$ cat src/gpio_port_pkg.sv
// Package for the eight-pin general-purpose port: register offsets, field
// positions, reset values and pin function encodings.
// Assumes a 16-bit register port with byte offsets as printed.
package gpio_port_pkg;

	localparam int PIN_COUNT  = 8;
	localparam int ADDR_WIDTH = 8;
	localparam int DATA_WIDTH = 16;

	// Register byte offsets.
	localparam logic [7:0] OFS_PIN_CONFIG        = 8'h00;
	localparam logic [7:0] OFS_PIN_OUTPUT_ENABLE = 8'h04;
	localparam logic [7:0] OFS_PIN_PULL_ENABLE   = 8'h08;
	localparam logic [7:0] OFS_PIN_INPUT_ENABLE  = 8'h0c;
	localparam logic [7:0] OFS_PIN_INPUT_LEVEL   = 8'h10;
	localparam logic [7:0] OFS_PIN_OUTPUT_LEVEL  = 8'h14;
	localparam logic [7:0] OFS_PIN_OUTPUT_SET    = 8'h18;
	localparam logic [7:0] OFS_PIN_OUTPUT_CLEAR  = 8'h1c;
	localparam logic [7:0] OFS_PIN_OUTPUT_TOGGLE = 8'h20;

	// Field positions inside the pin configuration register.
	localparam int PIN0_SEL_LSB = 0;
	localparam int PIN1_SEL_LSB = 2;
	localparam int SEL_WIDTH    = 2;

	// Reset values.
	localparam logic [3:0] CONFIG_RESET = 4'h0;
	localparam logic [7:0] BITS_RESET   = 8'h00;

	// Pin function encodings.
	typedef enum logic [1:0]
	{
		FUNC_A       = 2'h0,
		FUNC_TRIGGER = 2'h1,
		FUNC_SYNC    = 2'h2,
		FUNC_B       = 2'h3
	} pin_func_t;

endpackage : gpio_port_pkg

$ cat src/pin_sync.sv
// Two-flop synchroniser bank for the pin input levels.
// Assumes inputs are asynchronous to clk.
`timescale 1ns/1ps
module pin_sync
(
	input  wire logic                                clk,
	input  wire logic                                rst_n,
	input  wire logic [gpio_port_pkg::PIN_COUNT-1:0] asyncIn,
	output logic      [gpio_port_pkg::PIN_COUNT-1:0] syncOut
);
	import gpio_port_pkg::*;

	logic [PIN_COUNT-1:0] stage1_reg;

	// First stage feeds only the second stage.
	always_ff @(posedge clk)
	begin
		if (!rst_n)
		begin
			stage1_reg <= BITS_RESET;
			syncOut    <= BITS_RESET;
		end
		else
		begin
			stage1_reg <= asyncIn;
			syncOut    <= stage1_reg;
		end
	end

endmodule : pin_sync

$ cat src/gpio_port.sv
// Eight-pin general-purpose port with per-pin drive, pull and input enables,
// output data with set, clear and toggle strobes, and function selection
// for pins 1 and 0.
// Assumes a simple register port and one clock; interrupt, sequencer,
// sync and hibernate sources come from logic on the same clock.
`timescale 1ns/1ps
module gpio_port
(
	input  wire logic                                 clk,
	input  wire logic                                 rst_n,
	input  wire logic [gpio_port_pkg::ADDR_WIDTH-1:0] regAddr,
	input  wire logic [gpio_port_pkg::DATA_WIDTH-1:0] regWdata,
	input  wire logic                                 regWrite,
	input  wire logic                                 regRead,
	output logic      [gpio_port_pkg::DATA_WIDTH-1:0] regRdata,
	input  wire logic [gpio_port_pkg::PIN_COUNT-1:0]  pinIn,
	output logic      [gpio_port_pkg::PIN_COUNT-1:0]  pinOut,
	output logic      [gpio_port_pkg::PIN_COUNT-1:0]  pinOe,
	output logic      [gpio_port_pkg::PIN_COUNT-1:0]  pullEnable,
	input  wire logic                                 irq0,
	input  wire logic                                 syncOut0,
	input  wire logic                                 syncOut1,
	input  wire logic                                 hibernate,
	output logic                                      seqTrigger0,
	output logic                                      seqTrigger1
);
	import gpio_port_pkg::*;

	logic [3:0]           config_reg;
	logic [PIN_COUNT-1:0] driveEnable_reg;
	logic [PIN_COUNT-1:0] pullEnable_reg;
	logic [PIN_COUNT-1:0] inputPath_reg;
	logic [PIN_COUNT-1:0] outLevel_reg;
	logic [PIN_COUNT-1:0] outLevel_next;
	logic [PIN_COUNT-1:0] pinSynced;
	logic [PIN_COUNT-1:0] inputLevel;
	logic [PIN_COUNT-1:0] gpioOut;
	logic [PIN_COUNT-1:0] gpioOe;
	logic [PIN_COUNT-1:0] wBits;
	logic [DATA_WIDTH-1:0] readMux;
	pin_func_t            pin0Func;
	pin_func_t            pin1Func;
	logic                 hitConfig;
	logic                 hitOe;
	logic                 hitPe;
	logic                 hitIe;
	logic                 hitIn;
	logic                 hitOut;
	logic                 hitSet;
	logic                 hitClr;
	logic                 hitTgl;
	logic                 wrConfig;
	logic                 wrDrive;
	logic                 wrPull;
	logic                 wrInput;
	logic                 wrLevel;
	logic                 wrSet;
	logic                 wrClr;
	logic                 wrTgl;
	logic                 pin0Out;
	logic                 pin0Oe;
	logic                 pin1Out;
	logic                 pin1Oe;
	logic [PIN_COUNT-1:0] plainOut;
	genvar                pinIdx;

	// Pin levels cross into the clock domain through two flops.
	pin_sync u_pin_sync
	(
		.clk     (clk),
		.rst_n   (rst_n),
		.asyncIn (pinIn),
		.syncOut (pinSynced)
	);

	// True when the bus address selects the register at the given offset.
	function automatic logic offset_hit
	(
		input logic [ADDR_WIDTH-1:0] addr,
		input logic [7:0]            ofs
	);
		return (addr == ofs);
	endfunction : offset_hit

	// Address decode.
	assign hitConfig = offset_hit(regAddr, OFS_PIN_CONFIG);
	assign hitOe     = offset_hit(regAddr, OFS_PIN_OUTPUT_ENABLE);
	assign hitPe     = offset_hit(regAddr, OFS_PIN_PULL_ENABLE);
	assign hitIe     = offset_hit(regAddr, OFS_PIN_INPUT_ENABLE);
	assign hitIn     = offset_hit(regAddr, OFS_PIN_INPUT_LEVEL);
	assign hitOut    = offset_hit(regAddr, OFS_PIN_OUTPUT_LEVEL);
	assign hitSet    = offset_hit(regAddr, OFS_PIN_OUTPUT_SET);
	assign hitClr    = offset_hit(regAddr, OFS_PIN_OUTPUT_CLEAR);
	assign hitTgl    = offset_hit(regAddr, OFS_PIN_OUTPUT_TOGGLE);
	assign wBits     = regWdata[PIN_COUNT-1:0];

	// Write strobes per register; writes to the input level and to
	// unmapped offsets match none of them and are dropped.
	assign wrConfig = regWrite & hitConfig;
	assign wrDrive  = regWrite & hitOe;
	assign wrPull   = regWrite & hitPe;
	assign wrInput  = regWrite & hitIe;
	assign wrLevel  = regWrite & hitOut;
	assign wrSet    = regWrite & hitSet;
	assign wrClr    = regWrite & hitClr;
	assign wrTgl    = regWrite & hitTgl;

	// Function selects for the two special pins.
	assign pin0Func = pin_func_t'(config_reg[PIN0_SEL_LSB +: SEL_WIDTH]);
	assign pin1Func = pin_func_t'(config_reg[PIN1_SEL_LSB +: SEL_WIDTH]);

	// Next output data: direct write, then set, clear or toggle strobes.
	// Zero bits of a strobe word leave their pins untouched.
	always_comb
	begin
		outLevel_next = outLevel_reg;
		if (wrLevel)
			outLevel_next = wBits;
		else if (wrSet)
			outLevel_next = outLevel_reg | wBits;
		else if (wrClr)
			outLevel_next = outLevel_reg & ~wBits;
		else if (wrTgl)
			outLevel_next = outLevel_reg ^ wBits;
	end

	// Pin function selects; only the low four bits exist.
	always_ff @(posedge clk)
	begin
		if (!rst_n)
			config_reg <= CONFIG_RESET;
		else if (wrConfig)
			config_reg <= regWdata[3:0];
	end

	// Drive enables, one bit per pin.
	always_ff @(posedge clk)
	begin
		if (!rst_n)
			driveEnable_reg <= BITS_RESET;
		else if (wrDrive)
			driveEnable_reg <= wBits;
	end

	// Pull resistor enables, one bit per pin.
	always_ff @(posedge clk)
	begin
		if (!rst_n)
			pullEnable_reg <= BITS_RESET;
		else if (wrPull)
			pullEnable_reg <= wBits;
	end

	// Input path enables, one bit per pin.
	always_ff @(posedge clk)
	begin
		if (!rst_n)
			inputPath_reg <= BITS_RESET;
		else if (wrInput)
			inputPath_reg <= wBits;
	end

	// Output data takes its next value on every clock.
	always_ff @(posedge clk)
	begin
		if (!rst_n)
			outLevel_reg <= BITS_RESET;
		else
			outLevel_reg <= outLevel_next;
	end

	// Input level masked by the input path enables; the level is already
	// two flops past the pin, so any logic may read it from here on.
	assign inputLevel = pinSynced & inputPath_reg;

	// Trigger inputs reach the sequencer only in trigger mode, and only
	// while the input path of the pin is on.
	assign seqTrigger0 = (pin0Func == FUNC_TRIGGER) & inputLevel[0];
	assign seqTrigger1 = (pin1Func == FUNC_TRIGGER) & inputLevel[1];

	// Plain GPIO drive for every pin.
	assign gpioOut    = outLevel_reg;
	assign gpioOe     = driveEnable_reg;
	assign pullEnable = pullEnable_reg;

	// A GPIO pin shows its data bit only while its drive is on, so a
	// released pin never carries a stale level.
	generate
		for (pinIdx = 0; pinIdx < PIN_COUNT; pinIdx = pinIdx + 1)
		begin : g_plain_pin
			assign plainOut[pinIdx] = gpioOut[pinIdx] & gpioOe[pinIdx];
		end
	endgenerate

	// Pin 0 multiplexer; fixed functions drive the pin whatever the drive
	// enable says, and trigger mode leaves the pin to the host.
	always_comb
	begin
		case (pin0Func)
			FUNC_A:
			begin
				pin0Out = irq0;
				pin0Oe  = 1'h1;
			end
			FUNC_TRIGGER:
			begin
				pin0Out = 1'h0;
				pin0Oe  = 1'h0;
			end
			FUNC_SYNC:
			begin
				pin0Out = syncOut0;
				pin0Oe  = 1'h1;
			end
			default:
			begin
				pin0Out = plainOut[0];
				pin0Oe  = gpioOe[0];
			end
		endcase
	end

	// Pin 1 multiplexer; select 00 is plain GPIO, and the sleep flag
	// follows the hibernate level with no register in between.
	always_comb
	begin
		case (pin1Func)
			FUNC_TRIGGER:
			begin
				pin1Out = 1'h0;
				pin1Oe  = 1'h0;
			end
			FUNC_SYNC:
			begin
				pin1Out = syncOut1;
				pin1Oe  = 1'h1;
			end
			FUNC_B:
			begin
				pin1Out = hibernate;
				pin1Oe  = 1'h1;
			end
			default:
			begin
				pin1Out = plainOut[1];
				pin1Oe  = gpioOe[1];
			end
		endcase
	end

	// Pins 7 to 2 are plain GPIO; the two special pins sit below them.
	assign pinOut = {plainOut[PIN_COUNT-1:2], pin1Out, pin0Out};
	assign pinOe  = {gpioOe[PIN_COUNT-1:2], pin1Oe, pin0Oe};

	// Read selection; write-only and unmapped offsets read zero, so the
	// strobe registers never echo what software wrote to them.
	always_comb
	begin
		readMux = '0;
		if (hitConfig)
			readMux[3:0] = config_reg;
		else if (hitOe)
			readMux[PIN_COUNT-1:0] = driveEnable_reg;
		else if (hitPe)
			readMux[PIN_COUNT-1:0] = pullEnable_reg;
		else if (hitIe)
			readMux[PIN_COUNT-1:0] = inputPath_reg;
		else if (hitIn)
			readMux[PIN_COUNT-1:0] = inputLevel;
		else if (hitOut)
			readMux[PIN_COUNT-1:0] = outLevel_reg;
	end

	// Read data stands one cycle after the read strobe only; it returns
	// to zero otherwise, so stale data cannot be mistaken for an answer.
	always_ff @(posedge clk)
	begin
		if (!rst_n)
			regRdata <= '0;
		else if (regRead)
			regRdata <= readMux;
		else
			regRdata <= '0;
	end

endmodule : gpio_port

$ cat config.mk
export PLATFORM = sky130hd
export DESIGN_NAME = gpio_port
export DESIGN_NICKNAME = d
export VERILOG_FILES = /design/src/gpio_port_pkg.sv /design/src/pin_sync.sv /design/src/gpio_port.sv
export SDC_FILE = /design/constraint.sdc
export NUM_CORES = 1
export LEC_CHECK = 0
export BUFFER_PORTS_ARGS = -buffer_cell sky130_fd_sc_hd__buf_2
export CAP_MARGIN = 30
export CORE_UTILIZATION = 53
export CTS_CLUSTER_SIZE = 10
export DETAILED_ROUTE_END_ITERATION = 8
export GPL_TIMING_DRIVEN = 0
export MAX_ROUTING_LAYER = met4
export PLACE_DENSITY = 0.8
export SLEW_MARGIN = 20
export SYNTH_ARGS = -nofsm -noshare
export SYNTH_HDL_FRONTEND = slang
export SYNTH_SLANG_ARGS = --single-unit
$ cat constraint.sdc
create_clock -name clk -period 2.2 [get_ports clk]
set_input_delay 0.44 -clock clk [delete_from_list [all_inputs] [get_ports clk]]
set_output_delay 0.44 -clock clk [all_outputs]
set_load 0.01 [all_outputs]
==> results of run 1 <==
## kinds of logic (layout without fill, tap and decap cells)
group	Yosys count	count (layout)	synth area share, %
AO/OA/AOI/OAI	88	88	17.6
multiplexers	21	21	6.76
AND/OR/NAND/NOR	132	132	21.5
buffers and inverters	60	138	10.1
other	1	8	0.118
flip-flops	60	60	37.7
adder cells (fa/ha/maj)	16	16	6.29
## worst max-delay path, cell delays in order
cell      delay, ns
buf_2          0.12
nor4_1         0.33
buf_2          0.31
nand4_1        0.45
clkbuf_1       0.42
a21oi_1        0.24
nor2_1         0.06
## final timing paths
path	startpoint	to	slack, ns	cells after the start
worst min register to register	u_pin_sync.stage1_reg[7]	u_pin_sync.syncOut[7]	0.43	1
worst max-delay path	regAddr[7]	pullEnable[5]	0.03	7
worst max register to register	pullEnable[3]	regRdata[3]	1.01	5
worst min-delay path	pinIn[2]	u_pin_sync.stage1_reg[2]	0.29	2
## cells in the mapped netlist, drive strengths merged (5+ instances only)
library cell | n | area (sq um)
a211oi | 6 | 50.1
a21oi | 30 | 150
a22oi | 12 | 90.1
and2 | 22 | 138
buf | 25 | 189
clkbuf | 12 | 45.0
dfxtp | 60 | 1200
ha | 16 | 200
inv | 23 | 86.3
mux2i | 17 | 170
nand2 | 24 | 90.1
nand3 | 8 | 40.0
nor2 | 55 | 233
o21ai | 9 | 45.0
o22a | 5 | 43.8
o22ai | 18 | 113
## stage by stage
stage / TNS [ns] / total power, mW
floorplan: 0 / 1.26
global placement: -3.63 / 1.34
detailed placement: -3.73 / 1.35
CTS: 0 / 2.28
global route: 0 / 2.37
finish: 0 / 2.28
## final cells by class
class | instances | area [sq um]
Fill cell | 471 | 1840
Multi-Input combinational cell | 265 | 1690
Sequential cell | 60 | 1200
Timing Repair Buffer | 63 | 315
Buffer | 37 | 234
Clock buffer | 14 | 183
Tap cell | 72 | 90.1
Inverter | 23 | 86.3
Clock inverter | 1 | 5.00
## routing by layer
layer | vias up | global-route usage, % | routed length (um)
met3 | 21 | 6.74 | 1040
li1 | 1452 | - | -
met1 | 1384 | 40.9 | 3810
met2 | 228 | 44.1 | 4080
met4 | 0 | 14.5 | 214
met5 | - | - | 0
## power groups by stage
stage / clock network [mW] / registers (mW) / logic, mW
floorplan: 0 / 1.13 / 0.136
global placement: 0 / 1.13 / 0.209
detailed placement: 0 / 1.13 / 0.214
CTS: 0.960 / 1.11 / 0.216
global route: 1.02 / 1.11 / 0.241
finish: 0.952 / 1.11 / 0.222
==> impl_results.md, run 1 <==
- Status: finished clean
- Post-CTS Resized: 0
- Pin count of the biggest net entering global routing: 11
- Post-CTS setup buffer count: 0
- Unrepaired setup endpoints after global routing: no
- Final Hold Viols: 0
- CTS H-tree lvls: 3
- Inserted Diodes: 0
- Core area: 0.00564 sq mm
- Initial Util: 56.4%
- Tmin final: 2.17 ns
- Routed WL per cell: 17.1 um
- Crit path max fanout: 10
- Least-Margin Pin Slew: 0.796 ns
- HPWL Detailed: 6320 um
- Slew margin rel.: 46.8%
- CP endpoint kind: flop
- CTS buffer count: 9
- Drt first pass iters: 5
- Post-synthesis cell count: 378
- Placed instance area: 0.00361 sq mm
- Part of the power in registers: 48.5%
- Syn_area_per_cell: between 8 and 9 sq um
- Die Area: between 0.006 and 0.007 sq mm
- Worst EP arrival: 2.38 ns
- Post-synth EDFFs: 0
- Design Area, Final: 0.00380 sq mm
- Hold Crit Class: in2reg
- RD Place Congestion: 0.930
- Internal Power: 1.71 mW
- Area Growth Syn to Fin: 19.5%
- Root Buffer: clkbuf_8
- Most common cell after layout, fill and taps aside: buf_2
- Most frequent cells in the layout: buf_2 (67), dfxtp_1 (60), nor2_1 (52)
- Startpoint Class: primary input
- Sequential element share of the synthesized area: roughly 38%
- Final std cells w/o fill: 535
- DRC: 0
- Ys flop type: dfxtp_1
- First-pass GRT wire length: 14100 um
- Core Util, Final: around two thirds
- Die Height: 79.5 um
- Port-buffer cells: 63
- Final wirelength: 9140 um
- WS Path Type: in2reg
- Pre-CTS WS: -0.192 ns
- Leakage: 1.75 nW
- Vias in the first global route: 2760
- Cts-stage hold buffer count: 0
- Count of cell types in the netlist: 47
- IR drop worst, VDD: 0.000434 V
- Comb pwr share: approximately a tenth
- Nets: between 500 and 600
- Ports: 82
- Min Hold Slack: 0.295 ns
- Slew Viols, Final: 0
- Chip width: approximately 79 um
- Clock sink total: 60
- Fmax: 462 MHz
- Mapped Area: 0.00318 sq mm
- Sw Share: 24.9%
- Placed cells: 520
- Async SR Flop Fraction: 0%
- Synth warn: 0
- Row count: 27
- #FFs+latches synth: 60
- Worst Skew: around 0.0072 ns
- TritonCTS clock tree: yes
- Endpoints failing setup: 0
- Global Route Usage Sum: 30.8%
- Clk slew on worst S/H paths: 0.06 ns
- Initial antenna violation count: 0
- Max-cap violation count: 0
- Vias: 3085
- Clk buf depth: 2
- Vias per cell: 5.77
- Final Cycle Share: 98.5%
- Clock group share of total power: 41.7%
- Antenna-violating nets left: 0
- Sw power: 0.568 mW
- CP Data Required Time: 2.41 ns
- Pwr per Cell Area: 600 mW/mm^2
- Global route overflow: 0
- Initial DRC count: between 400 and 500
- Fin worst setup slack: 0.0332 ns
- Worst-Skew Late Latency: 0.35 ns
- Ratio of cells with drive above 1 in the final layout: 24.6%
Power figures use the tool's default switching activity.
==> run 2: changes to the inputs <==
--- a/config.mk
+++ b/config.mk
@@ -13,6 +13,7 @@
 export GPL_TIMING_DRIVEN = 0
 export MAX_ROUTING_LAYER = met4
 export PLACE_DENSITY = 0.8
+export REMOVE_ABC_BUFFERS = 1
 export SLEW_MARGIN = 20
 export SYNTH_ARGS = -nofsm -noshare
 export SYNTH_HDL_FRONTEND = slang
==> run 2 against run 1 <==
Sequential power about the same. Global-route usage down 2.9 points. Highest routed layer unchanged. Critical endpoint is now regRdata[7]. Via count down 4.5%. Largest power group unchanged. Worst setup slack better by 0.058 ns.
==> impl_results.md, run 2 (synthesis gave the netlist of run 1 again) <==
- Status: finished clean (unchanged)
- Routed WL per cell: 16.3 um (was 17.1 um)
- Drt first pass iters: 5 (unchanged)
- Initial Util: 56.4% (unchanged)
- Fmax: 474 MHz (was 462 MHz)
- Clock sink total: 60 (unchanged)
- Root Buffer: clkbuf_8 (unchanged)
- Most common cell after layout, fill and taps aside: buf_2 (unchanged)
- Min Hold Slack: 0.284 ns (was 0.295 ns)
- Comb pwr share: 9.0% (was 9.7%)
- Nets: 484 (was 515)
- Ports: 82 (unchanged)
- Global route overflow: 0 (unchanged)
- CTS H-tree lvls: 3 (unchanged)
- Part of the power in registers: 48.9% (was 48.5%)
- Antenna-violating nets left: 0 (unchanged)
- Pin count of the biggest net entering global routing: 30 (was 11)
- Cts-stage hold buffer count: 0 (unchanged)
- Crit path max fanout: 26 (was 10)
- CP Data Required Time: 2.46 ns (was 2.41 ns)
- Reg2reg setup slack: 1.00 ns (was 1.01 ns)
- Clk buf depth: 2 (unchanged)
- R2R Path Start: inputPath_reg[3] (was pullEnable[3])
- Clock group share of total power: 42.2% (was 41.7%)
- Final Cycle Share: 95.9% (was 98.5%)
- Slew Viols, Final: 0 (unchanged)
- Slew margin rel.: 50.3% (was 46.8%)
- Unrepaired setup endpoints after global routing: no (unchanged)
- Die Height: 79.5 um (unchanged)
- DRC: 0 (unchanged)
- Worst Hold Path EP: u_pin_sync.stage1_reg[7] (was u_pin_sync.stage1_reg[2])
- Row count: 27 (unchanged)
- Hold path cells: 2 (unchanged)
- Endpoints failing setup: 0 (unchanged)
- Sw power: 0.570 mW (was 0.568 mW)
- HPWL Detailed: 5400 um (was 6320 um)
- Hold Crit Class: in2reg (unchanged)
- TritonCTS clock tree: yes (unchanged)
- Worst EP arrival: 2.37 ns (was 2.38 ns)
- Global Route Usage Sum: 27.8% (was 30.8%)
- RR Endpoint: regRdata[3] (unchanged)
- Initial DRC count: 363 (was 418)
- Worst Skew: 0.00590 ns (was 0.00723 ns)
- First-pass GRT wire length: 12800 um (was 14100 um)
- Tmin final: 2.11 ns (was 2.17 ns)
- Port-buffer cells: 65 (was 63)
- Register area: 0.00120 sq mm (unchanged)
- Chip width: 79.5 um (unchanged)
- Inserted Diodes: 0 (unchanged)
- Startpoint Class: primary input (unchanged)
- Worst setup startpoint: regAddr[3] (was regAddr[7])
- Final wirelength: 8250 um (was 9140 um)
- Sw Share: 25.2% (was 24.9%)
- Die Area: 0.00632 sq mm (unchanged)
- FF-to-FF path depth: 5 (unchanged)
- Leakage: 1.63 nW (was 1.75 nW)
- CTS buffer count: 9 (unchanged)
- Vias in the first global route: 2652 (was 2760)
- Vias per cell: 5.83 (was 5.77)
- Area Growth Syn to Fin: 14.5% (was 19.5%)
- Max-cap violation count: 0 (unchanged)
- Internal Power: 1.69 mW (was 1.71 mW)
- Initial antenna violation count: 0 (unchanged)
- Most frequent cells in the layout: buf_2 (65), dfxtp_1 (60), nor2_1 (52) (was buf_2 (67), dfxtp_1 (60), nor2_1 (52))
- WS Path Type: in2reg (unchanged)
- Placed cells: 486 (was 520)
- Pwr per Cell Area: 621 mW/mm^2 (was 600 mW/mm^2)
- Ratio of cells with drive above 1 in the final layout: 22.6% (was 24.6%)
- Vias: 2946 (was 3085)
- Setup TNS: 0 ns (unchanged)
- Final Hold Viols: 0 (unchanged)
- Worst-Skew Late Latency: 0.35 ns (about the same)
- Core Util, Final: 64.6% (was 67.4%)
- Clk slew on worst S/H paths: 0.07 ns (was 0.06 ns)
- Final std cells w/o fill: 505 (was 535)
- Least-Margin Pin Slew: 0.742 ns (was 0.796 ns)
- Area of the multi-input gates: 0.00171 sq mm (was 0.00169 sq mm)
- Total power: 2.26 mW (was 2.28 mW)
- CP endpoint kind: flop (unchanged)
- Layout fillers: 487 (was 471)
- IR drop worst, VDD: 0.000403 V (was 0.000434 V)
- Worst Hold Launch: pinIn[7] (was pinIn[2])
- Core area: 0.00564 sq mm (unchanged)
- RD Place Congestion: 0.846 (was 0.930)
## run 2: final cells by class
type | count | share of cell area [%]
inverters | 23 | 2.37
multi-input cells | 265 | 46.8
well taps | 72 | 2.47
flip-flops and latches | 60 | 33.0
repair buffers | 69 | 10.3
clock inverters | 5 | 1.44
clock buffers | 11 | 3.61
## run 2: worst max path at each step
stage | endpoint | slack (ns) | depth (start not counted)
floorplan | pullEnable[0] | -0.25 | 4
global placement | pullEnable[4] | -1.28 | 5
detailed placement | pullEnable[7] | -0.98 | 5
CTS | regRdata[7] | 0.15 | 6
global route | regRdata[7] | 0.02 | 6
finish | regRdata[7] | 0.09 | 6
## run 2: what timing repair did
action / CTS / global route
setup endpoints to repair: 20 / 0
buffers inserted: 2 / 0
gates resized for setup: 3 / 0
## run 2: power by group through the flow
stage | Clock, mW | Sequential, mW | Combinational, mW
CTS | 0.962 | 1.11 | 0.191
detailed placement | 0 | 1.13 | 0.188
global route | 1.02 | 1.11 | 0.218
finish | 0.954 | 1.11 | 0.203
global placement | 0 | 1.13 | 0.181
floorplan | 0 | 1.13 | 0.0984
## run 2: per-layer routing
metal | part of all wire, % | vias to the layer above | GRT usage [%] | routed length [um]
met5 | 0 | - | - | 0
met4 | 2.9 | 0 | 16.5 | 239
met3 | 8.4 | 28 | 5.14 | 696
met2 | 46 | 163 | 42.4 | 3810
met1 | 42 | 1361 | 34.2 | 3500
li1 | - | 1394 | - | -
## run 2: stage by stage
| step | setup slack [ns] | area, sq um |
|---|---|---|
| 2_1_floorplan | -0.248 | 2980 |
| 3_3_place_gp | -1.28 | 3390 |
| 3_5_place_dp | -0.981 | 3400 |
| 4_1_cts | 0.146 | 3620 |
| 5_1_grt | 0.0155 | 3640 |
| 6_report | 0.0910 | 3640 |
## run 2: critical path, stage by stage
cell      delay (ns)
buf_2           0.49
nor2b_4         0.45
and3b_1         0.34
a22oi_1         0.15
o22a_1          0.24
a211oi_1        0.24
==> run 3: changes to the inputs <==
==> constraint.sdc (replaced) <==
create_clock -name clk -period 2.3 [get_ports clk]
set_input_delay 0.46 -clock clk [delete_from_list [all_inputs] [get_ports clk]]
set_output_delay 0.46 -clock clk [all_outputs]
set_load 0.01 [all_outputs]
==> run 3 against run 2 <==
Final cell count unchanged. Sequential power shrank 5%. Utilization is the same. Combinational power fell by 5%. Cell area stayed put. First-iteration DRC count increased by 3.0%. Global-route usage unchanged. Clock-buffer cell count unchanged. Critical path type unchanged. Critical endpoint unchanged. Largest power group unchanged.
==> impl_results.md, run 3 (synthesis gave the netlist of run 1 again) <==
- Slew Viols, Final: 0 (unchanged)
- GRT busiest layer: met2 (unchanged)
- Core Util, Final: 64.6% (unchanged)
- Global route overflow: 0 (unchanged)
- Min Hold Slack: 0.307 ns (was 0.284 ns)
- CP max-delay cell: buf_2 (unchanged)
- CTS H-tree lvls: 3 (unchanged)
- Worst Skew: 0.00665 ns (was 0.00590 ns)
- Met1 Use GR: 34.2% (unchanged)
- Status: finished clean (unchanged)
- Initial antenna violation count: 0 (unchanged)
- Pwr per Cell Area: 593 mW/mm^2 (was 621 mW/mm^2)
- Endpoints failing setup: 0 (unchanged)
- Placed cells: 486 (unchanged)
- IR drop worst, VDD: 0.000385 V (was 0.000403 V)
- Most common cell after layout, fill and taps aside: buf_2 (unchanged)
- RD Place Congestion: 0.846 (unchanged)
- Fin worst setup slack: 0.180 ns (was 0.0910 ns)
- Slew margin rel.: 50.1% (was 50.3%)
- Ratio of cells with drive above 1 in the final layout: 22.6% (unchanged)
- Ports: 82 (unchanged)
- Fmax: 472 MHz
- WS Path Type: in2reg (unchanged)
- Setup TNS: 0 ns (unchanged)
- Port-buffer cells: 65 (unchanged)
- Area Growth Syn to Fin: 14.5% (unchanged)
- Area of the multi-input gates: 0.00171 sq mm (unchanged)
- First-pass GRT wire length: 12800 um (about the same)
- Initial DRC count: 374 (was 363)
- Worst EP arrival: 2.37 ns (about the same)
- Final Cycle Share: approximately 90%
- Layout fillers: 487 (unchanged)
- Clock sink total: 60 (unchanged)
- Leakage: 1.63 nW (unchanged)
- CP Data Required Time: 2.55 ns (was 2.46 ns)
- Least-Margin Pin Slew: 0.746 ns (was 0.742 ns)
- Tmin final: 2.12 ns
- Vias in the first global route: 2647 (was 2652)
- Clk slew on worst S/H paths: 0.07 ns (about the same)
- TritonCTS clock tree: yes (unchanged)
- Critical-path cell list: buf_2 > nor2b_4 > and3b_1 > a22oi_1 > o22a_1 > a211oi_1 (unchanged)
- Final std cells w/o fill: 505 (unchanged)
- HPWL Detailed: 5400 um (unchanged)
- DRC: 0 (unchanged)
- Chip width: 79.5 um (unchanged)
- CP max stage delay: 0.49 ns (about the same)
- Vias per cell: 5.71 (was 5.83)
- Final Hold Viols: 0 (unchanged)
- Placed instance area: 0.00340 sq mm (unchanged)
- Row count: 27 (unchanged)
- Most frequent cells in the layout: buf_2 (65), dfxtp_1 (60), nor2_1 (52) (unchanged)
- Grt met3 use: 5.26% (was 5.14%)
- Cts-stage hold buffer count: 0 (unchanged)
- Die Area: 0.00632 sq mm (unchanged)
- Antenna-violating nets left: 0 (unchanged)
- Max-cap violation count: 0 (unchanged)
- Unrepaired setup endpoints after global routing: no (unchanged)
- Drt first pass iters: 4 (was 5)
- Met2 usage: 42.3% (was 42.4%)
- Startpoint Class: primary input (unchanged)
- Hold Crit Class: in2reg (unchanged)
- Crit path max fanout: 26 (unchanged)
- Root Buffer: clkbuf_8 (unchanged)
- Initial Util: 56.4% (unchanged)
- Vias: 2884 (was 2946)
- Nets: 484 (unchanged)
- Clk buf depth: 2 (unchanged)
- Routed WL per cell: 16.2 um (was 16.3 um)
- Core area: 0.00564 sq mm (unchanged)
- Total power: 2.16 mW (was 2.26 mW)
- CP endpoint kind: flop (unchanged)
- Design Area, Final: 0.00364 sq mm (unchanged)
- Pin count of the biggest net entering global routing: 30 (unchanged)
- Worst-Skew Late Latency: 0.35 ns (about the same)
- Inserted Diodes: 0 (unchanged)
- CTS buffer count: 9 (unchanged)
- Register area: 0.00120 sq mm (unchanged)
- Global Route Usage Sum: 27.8% (unchanged)
- Die Height: 79.5 um (unchanged)
- Pre-CTS WS: -0.901 ns (was -0.981 ns)
- Final wirelength: 8210 um (was 8250 um)
[run 3: what timing repair did]
| item | in CTS | in global routing |
|---|---|---|
| setup endpoints to repair | 12 | 11 |
| hold endpoints to repair | 0 | 0 |
| resized for setup | 1 | 2 |
| pin swaps | 1 | 0 |
| setup buffers | 2 | 0 |
[run 3: worst paths after layout]
kind | startpoint | to | slack, ns | depth (start not counted)
worst max-delay path | regAddr[3] | regRdata[7] | 0.18 | 6
worst min-delay path | pinIn[7] | u_pin_sync.stage1_reg[7] | 0.31 | 2
worst max register to register | inputPath_reg[3] | regRdata[3] | 1.10 | 5
worst min register to register | u_pin_sync.stage1_reg[6] | u_pin_sync.syncOut[6] | 0.43 | 1
[run 3: layout make-up]
cell class | instances | share of cell area (%)
tap | 72 | 2.47
clock buffer | 11 | 3.61
clock inverter | 5 | 1.44
inverter | 23 | 2.37
multi-input combinational | 265 | 46.8
sequential | 60 | 33.0
timing repair buffer | 69 | 10.3
[run 3: metal layers]
metal / part of all wire [%] / routed length [um]
met1: 42 / 3430
met2: 47 / 3830
met3: 9.2 / 751
met4: 2.4 / 194
met5: 0 / 0
[run 3: power breakdown]
group / internal (mW) / switching, mW / total, mW
clock network: 0.495 / 0.415 / 0.910
logic: 0.0708 / 0.122 / 0.193
registers: 1.05 / 0.00434 / 1.06
[run 3: worst max-delay path, delay by kind of cell]
| kind | cells | cell delay (ns) |
|---|---|---|
| AND/OR/NAND/NOR | 2 | 0.79 |
| AO/OA/AOI/OAI | 3 | 0.62 |
| buffers and inverters | 1 | 0.49 |
